**src/core/rmp_pkg.sv**
```systemverilog
// Package for the range memory protection checker: map, fields, types.
`default_nettype none
package rmp_pkg;
  // ------------------------------------------------------------
  // Register map (word aligned byte addresses)
  // ------------------------------------------------------------
  localparam logic [9:0] CTRL_OFS   = 10'h000;
  localparam logic [9:0] STAT_OFS   = 10'h004;
  localparam logic [9:0] IRQ_OFS    = 10'h008;
  localparam logic [9:0] MASK_OFS   = 10'h00C;
  localparam logic [9:0] VADDR_OFS  = 10'h010;
  localparam logic [9:0] DSEL_OFS   = 10'h040;
  localparam logic [9:0] CSEL_OFS   = 10'h050;
  localparam logic [9:0] DPERM_OFS  = 10'h060;
  localparam logic [9:0] CPERM_OFS  = 10'h070;
  localparam logic [9:0] DBND_OFS   = 10'h100;
  localparam logic [9:0] CBND_OFS   = 10'h200;
  // ------------------------------------------------------------
  // Fields
  // ------------------------------------------------------------
  localparam int CTRL_EN_BIT  = 0;
  localparam int CTRL_SET_LSB = 4;
  localparam int CTRL_SET_W   = 2;
  localparam int IRQ_R_BIT    = 0;
  localparam int IRQ_W_BIT    = 1;
  localparam int IRQ_X_BIT    = 2;
  localparam int IRQ_W        = 3;
  localparam int BND_LSB      = 3;
  localparam int ADDR_W       = 32;
  localparam int SEG_LSB      = 28;
  localparam logic [3:0] SEG_EMU  = 4'hE;
  localparam logic [3:0] SEG_PERI = 4'hF;
  localparam logic [31:0] UNMAPPED_RD = 32'h0000_0000;
  localparam logic [1:0]  AT_LOAD  = 2'h0;
  localparam logic [1:0]  AT_STORE = 2'h1;
  localparam logic [1:0]  AT_FETCH = 2'h2;

  typedef struct packed {
    logic        valid;
    logic [1:0]  kind;
    logic [31:0] addr;
    logic        direct;
    logic        exempt;
  } rmp_req_t;

  typedef struct packed {
    logic permit;
    logic read_violation_trap;
    logic write_violation_trap;
    logic execute_violation_trap;
  } rmp_rsp_t;

  typedef enum logic [2:0] {
    BUS_IDLE = 3'b001,
    BUS_ACK  = 3'b010,
    BUS_RD   = 3'b100
  } rmp_bus_st_t;
endpackage
`default_nettype wire

```
**src/core/rmp_range_hit.sv**
```systemverilog
// One protection range: boundary compare of an address.
`default_nettype none
module rmp_range_hit (
  input  wire logic [31:0] addr,
  input  wire logic [31:0] lower,
  input  wire logic [31:0] upper,
  output logic             hit
);
  import rmp_pkg::*;
  // Unsigned compare on 8-byte granules only
  assign hit = (addr[ADDR_W-1:BND_LSB] >= lower[ADDR_W-1:BND_LSB]) &&
               (addr[ADDR_W-1:BND_LSB] <  upper[ADDR_W-1:BND_LSB]);
endmodule
`default_nettype wire

```
**config.mk**
```make
export PLATFORM = sky130hd
export DESIGN_NAME = rmp_range_hit
export DESIGN_NICKNAME = d
export VERILOG_FILES = /design/src/core/rmp_pkg.sv /design/src/core/rmp_range_hit.sv
export SDC_FILE = /design/constraint.sdc
export NUM_CORES = 1
export LEC_CHECK = 0
export BUFFER_PORTS_ARGS = -buffer_cell sky130_fd_sc_hd__buf_2
export CAP_MARGIN = 20
export CORE_MARGIN = 1.5
export CORE_UTILIZATION = 34
export DETAILED_ROUTE_END_ITERATION = 7
export GPL_TIMING_DRIVEN = 0
export PLACE_DENSITY = 0.81
export SLEW_MARGIN = 20
export SYNTH_ARGS = -nofsm -noshare
export SYNTH_HDL_FRONTEND = slang
export SYNTH_SLANG_ARGS = --single-unit
```
**constraint.sdc**
```tcl
create_clock -name vclk -period 1.29
set_input_delay 0.129 -clock vclk [all_inputs]
set_output_delay 0.129 -clock vclk [all_outputs]
set_load 0.02 [all_outputs]
```
==> reports/results.ini <==
[synthesis]
synth_top_area_share_pct=50.1
synth_fp_nets=354
yosys_warnings=0
yosys.area.top_type=ha_1
netlist_instances=201
synthDistinctLibCells=22
synth_area_um2=1420
synth_area_leaders=ha_1 50%, inv_1 15%, a21oi_1 7.0%, nand4_1 4.4%, nand2_1 2.9%
syn_area_per_cell_um2=7.08
synth-seq-area-share_pct=0

[global_route]
grt_pass1_wl_um=7020
antenna_found_initial=0
grt_overflow=0
grt_pass1_vias=1785
grt.total_usage_pct=19.4
grt_max_degree=4

[critical_path]
cpMaxStageDelayCell=a2111oi_4
worstSetupPathDepth=8
cp_common_cell=buf_4
cp.required_ns=1.16
crit_start=addr[24]
cp_top_family=buffers and inverters
critPathBufInv=3
critPathMaxStageDelay_ns=0.34
critical_path_class=in2out
startpoint_type=primary input
endpoint_kind=primary output
crit_path_end=hit
worstPathCellList=buf_4 -> ha_4 -> nand4_1 -> buf_6 -> nor4_4 -> o21ai_2 -> a2111oi_4 -> buf_4
crit_fanout=3
worst_ep_arrival_time_ns=1.73

[detailed_routing]
drt_iter0_drc=40
wl_um=4390
post_drt_wl_per_cell_um=12.7
viasPerCell=4.92
route.detailed.drc=0
dr.pass1.iters=4
vias=1702
ant_nets=0

[status]
status=finished with violations
violations=negative setup slack

[timing]
final.min_clock_period_ns=1.86
tightest_slew_ns=0.446
hold_ws_ns=0.888
hold_viol=0
setup_slack_ns=-0.568
finalSetupViolCount=1
slew_headroom_pct=70.2
rsz0062_at_grt=yes
fmax_mhz=538
maxSlewViolCount=0
fin_crit_sh_pct=144

[layout]
layout.nets=451
nClkBuffers=0
fin_area_um2=2570
syn2layout_area_growth_pct=80.6
drive_gt1_share_pct=51.4
final_cell_mix=64 x buf_2, 39 x inv_1, 34 x ha_1
seqCellArea_um2=0
layoutNonFillerInstCount=346
seq_cell_count=0
antenna_cells=0
final_common_cell=buf_2

[floorplanning]
die_w_um=67.7
coreArea_um2=4000
io_pins=97
fp-row-count=23
die-area_um2=4590
dieHeight_um=67.7
start_util_pct=35.6

[placed_design]
dp_hpwl_um=3510
place_ws_ns=-0.792
io_buffers=88
placedCellCount=339
postPlaceCellArea_um2=2170
place_congestion=0.798

[pwr]
max-vdd-ir-drop_mv=0.152
leakage_uw=0.00136
power.density_nw_per_um2=306
power_uw=786

[min_path]
hold_class=in2out

[clock_tree]
cts_hold_buf=0

[job]
maxCapViolCount=0

-- report_power, final --
part	total (uW)	switching (uW)	internal, uW	leakage (uW)
Clock	0	0	0	0
Sequential	0	0	0	0
Combinational	786	365	421	0.00136
-- worst min-delay path, cell delays in order --
cell and delay, ns:
buf_2 0.12, ha_1 0.15, o21ba_2 0.16, a2111oi_4 0.04, buf_4 0.15
-- synthesized netlist by cell type, drive strengths merged, types with 2 or more instances --
cell	n
ha	57
nor2b	2
nand2b	2
a21oi	20
inv	58
a211oi	5
a2111oi	4
nand4	11
a21o	5
nor4	2
nand3	6
nor2	7
o21ai	6
nand2	11
-- layout make-up --
class | count | area, um2
multi-input cells | 143 | 1630
fillers | 353 | 1430
repair buffers | 95 | 639
inverters | 58 | 240
well taps | 50 | 62.6
-- metrics by stage --
| step | utilization, % | setup TNS, ns |
|---|---|---|
| finish | 64.3 | -0.568 |
| global route | 64.3 | -0.660 |
| CTS | 64.3 | -0.558 |
| detailed placement | 54.3 | -0.792 |
| global placement | 54.3 | -0.801 |
| floorplan | - | -0.397 |
-- how the worst min path moves through the flow --
stage / start / to / slack [ns] / depth (start not counted)
after floorplan: addr[21] / hit / 0.60 / 3
after global placement: addr[21] / hit / 0.86 / 5
after detailed placement: addr[21] / hit / 0.86 / 5
after CTS: addr[21] / hit / 0.89 / 5
after global routing: addr[21] / hit / 0.90 / 5
final: addr[21] / hit / 0.89 / 5
-- timing repair --
action                                  4_1_cts  5_1_grt
pin swaps                                    32        1
resized for setup                            69        0
hold endpoints to repair                      0        0
buffers inserted                              7        0
endpoints found under the setup margin        1        1
-- layer usage --
layer	share of wire (%)	vias to the layer above	wire length, um	global-route usage [%]
met1	38	746	1660	18.3
li1	-	894	-	-
met4	0.80	0	35	2.04
met3	5.7	4	248	1.33
met2	56	58	2440	44.4
met5	0	-	0	0
-- cells by family after synthesis --
kind of cell    synth area share (%)
compound gates                  19.9
simple gates                    14.8
fa+ha+maj                       50.1
buf+inv                         15.3
(Power assumes the default switching activity.)
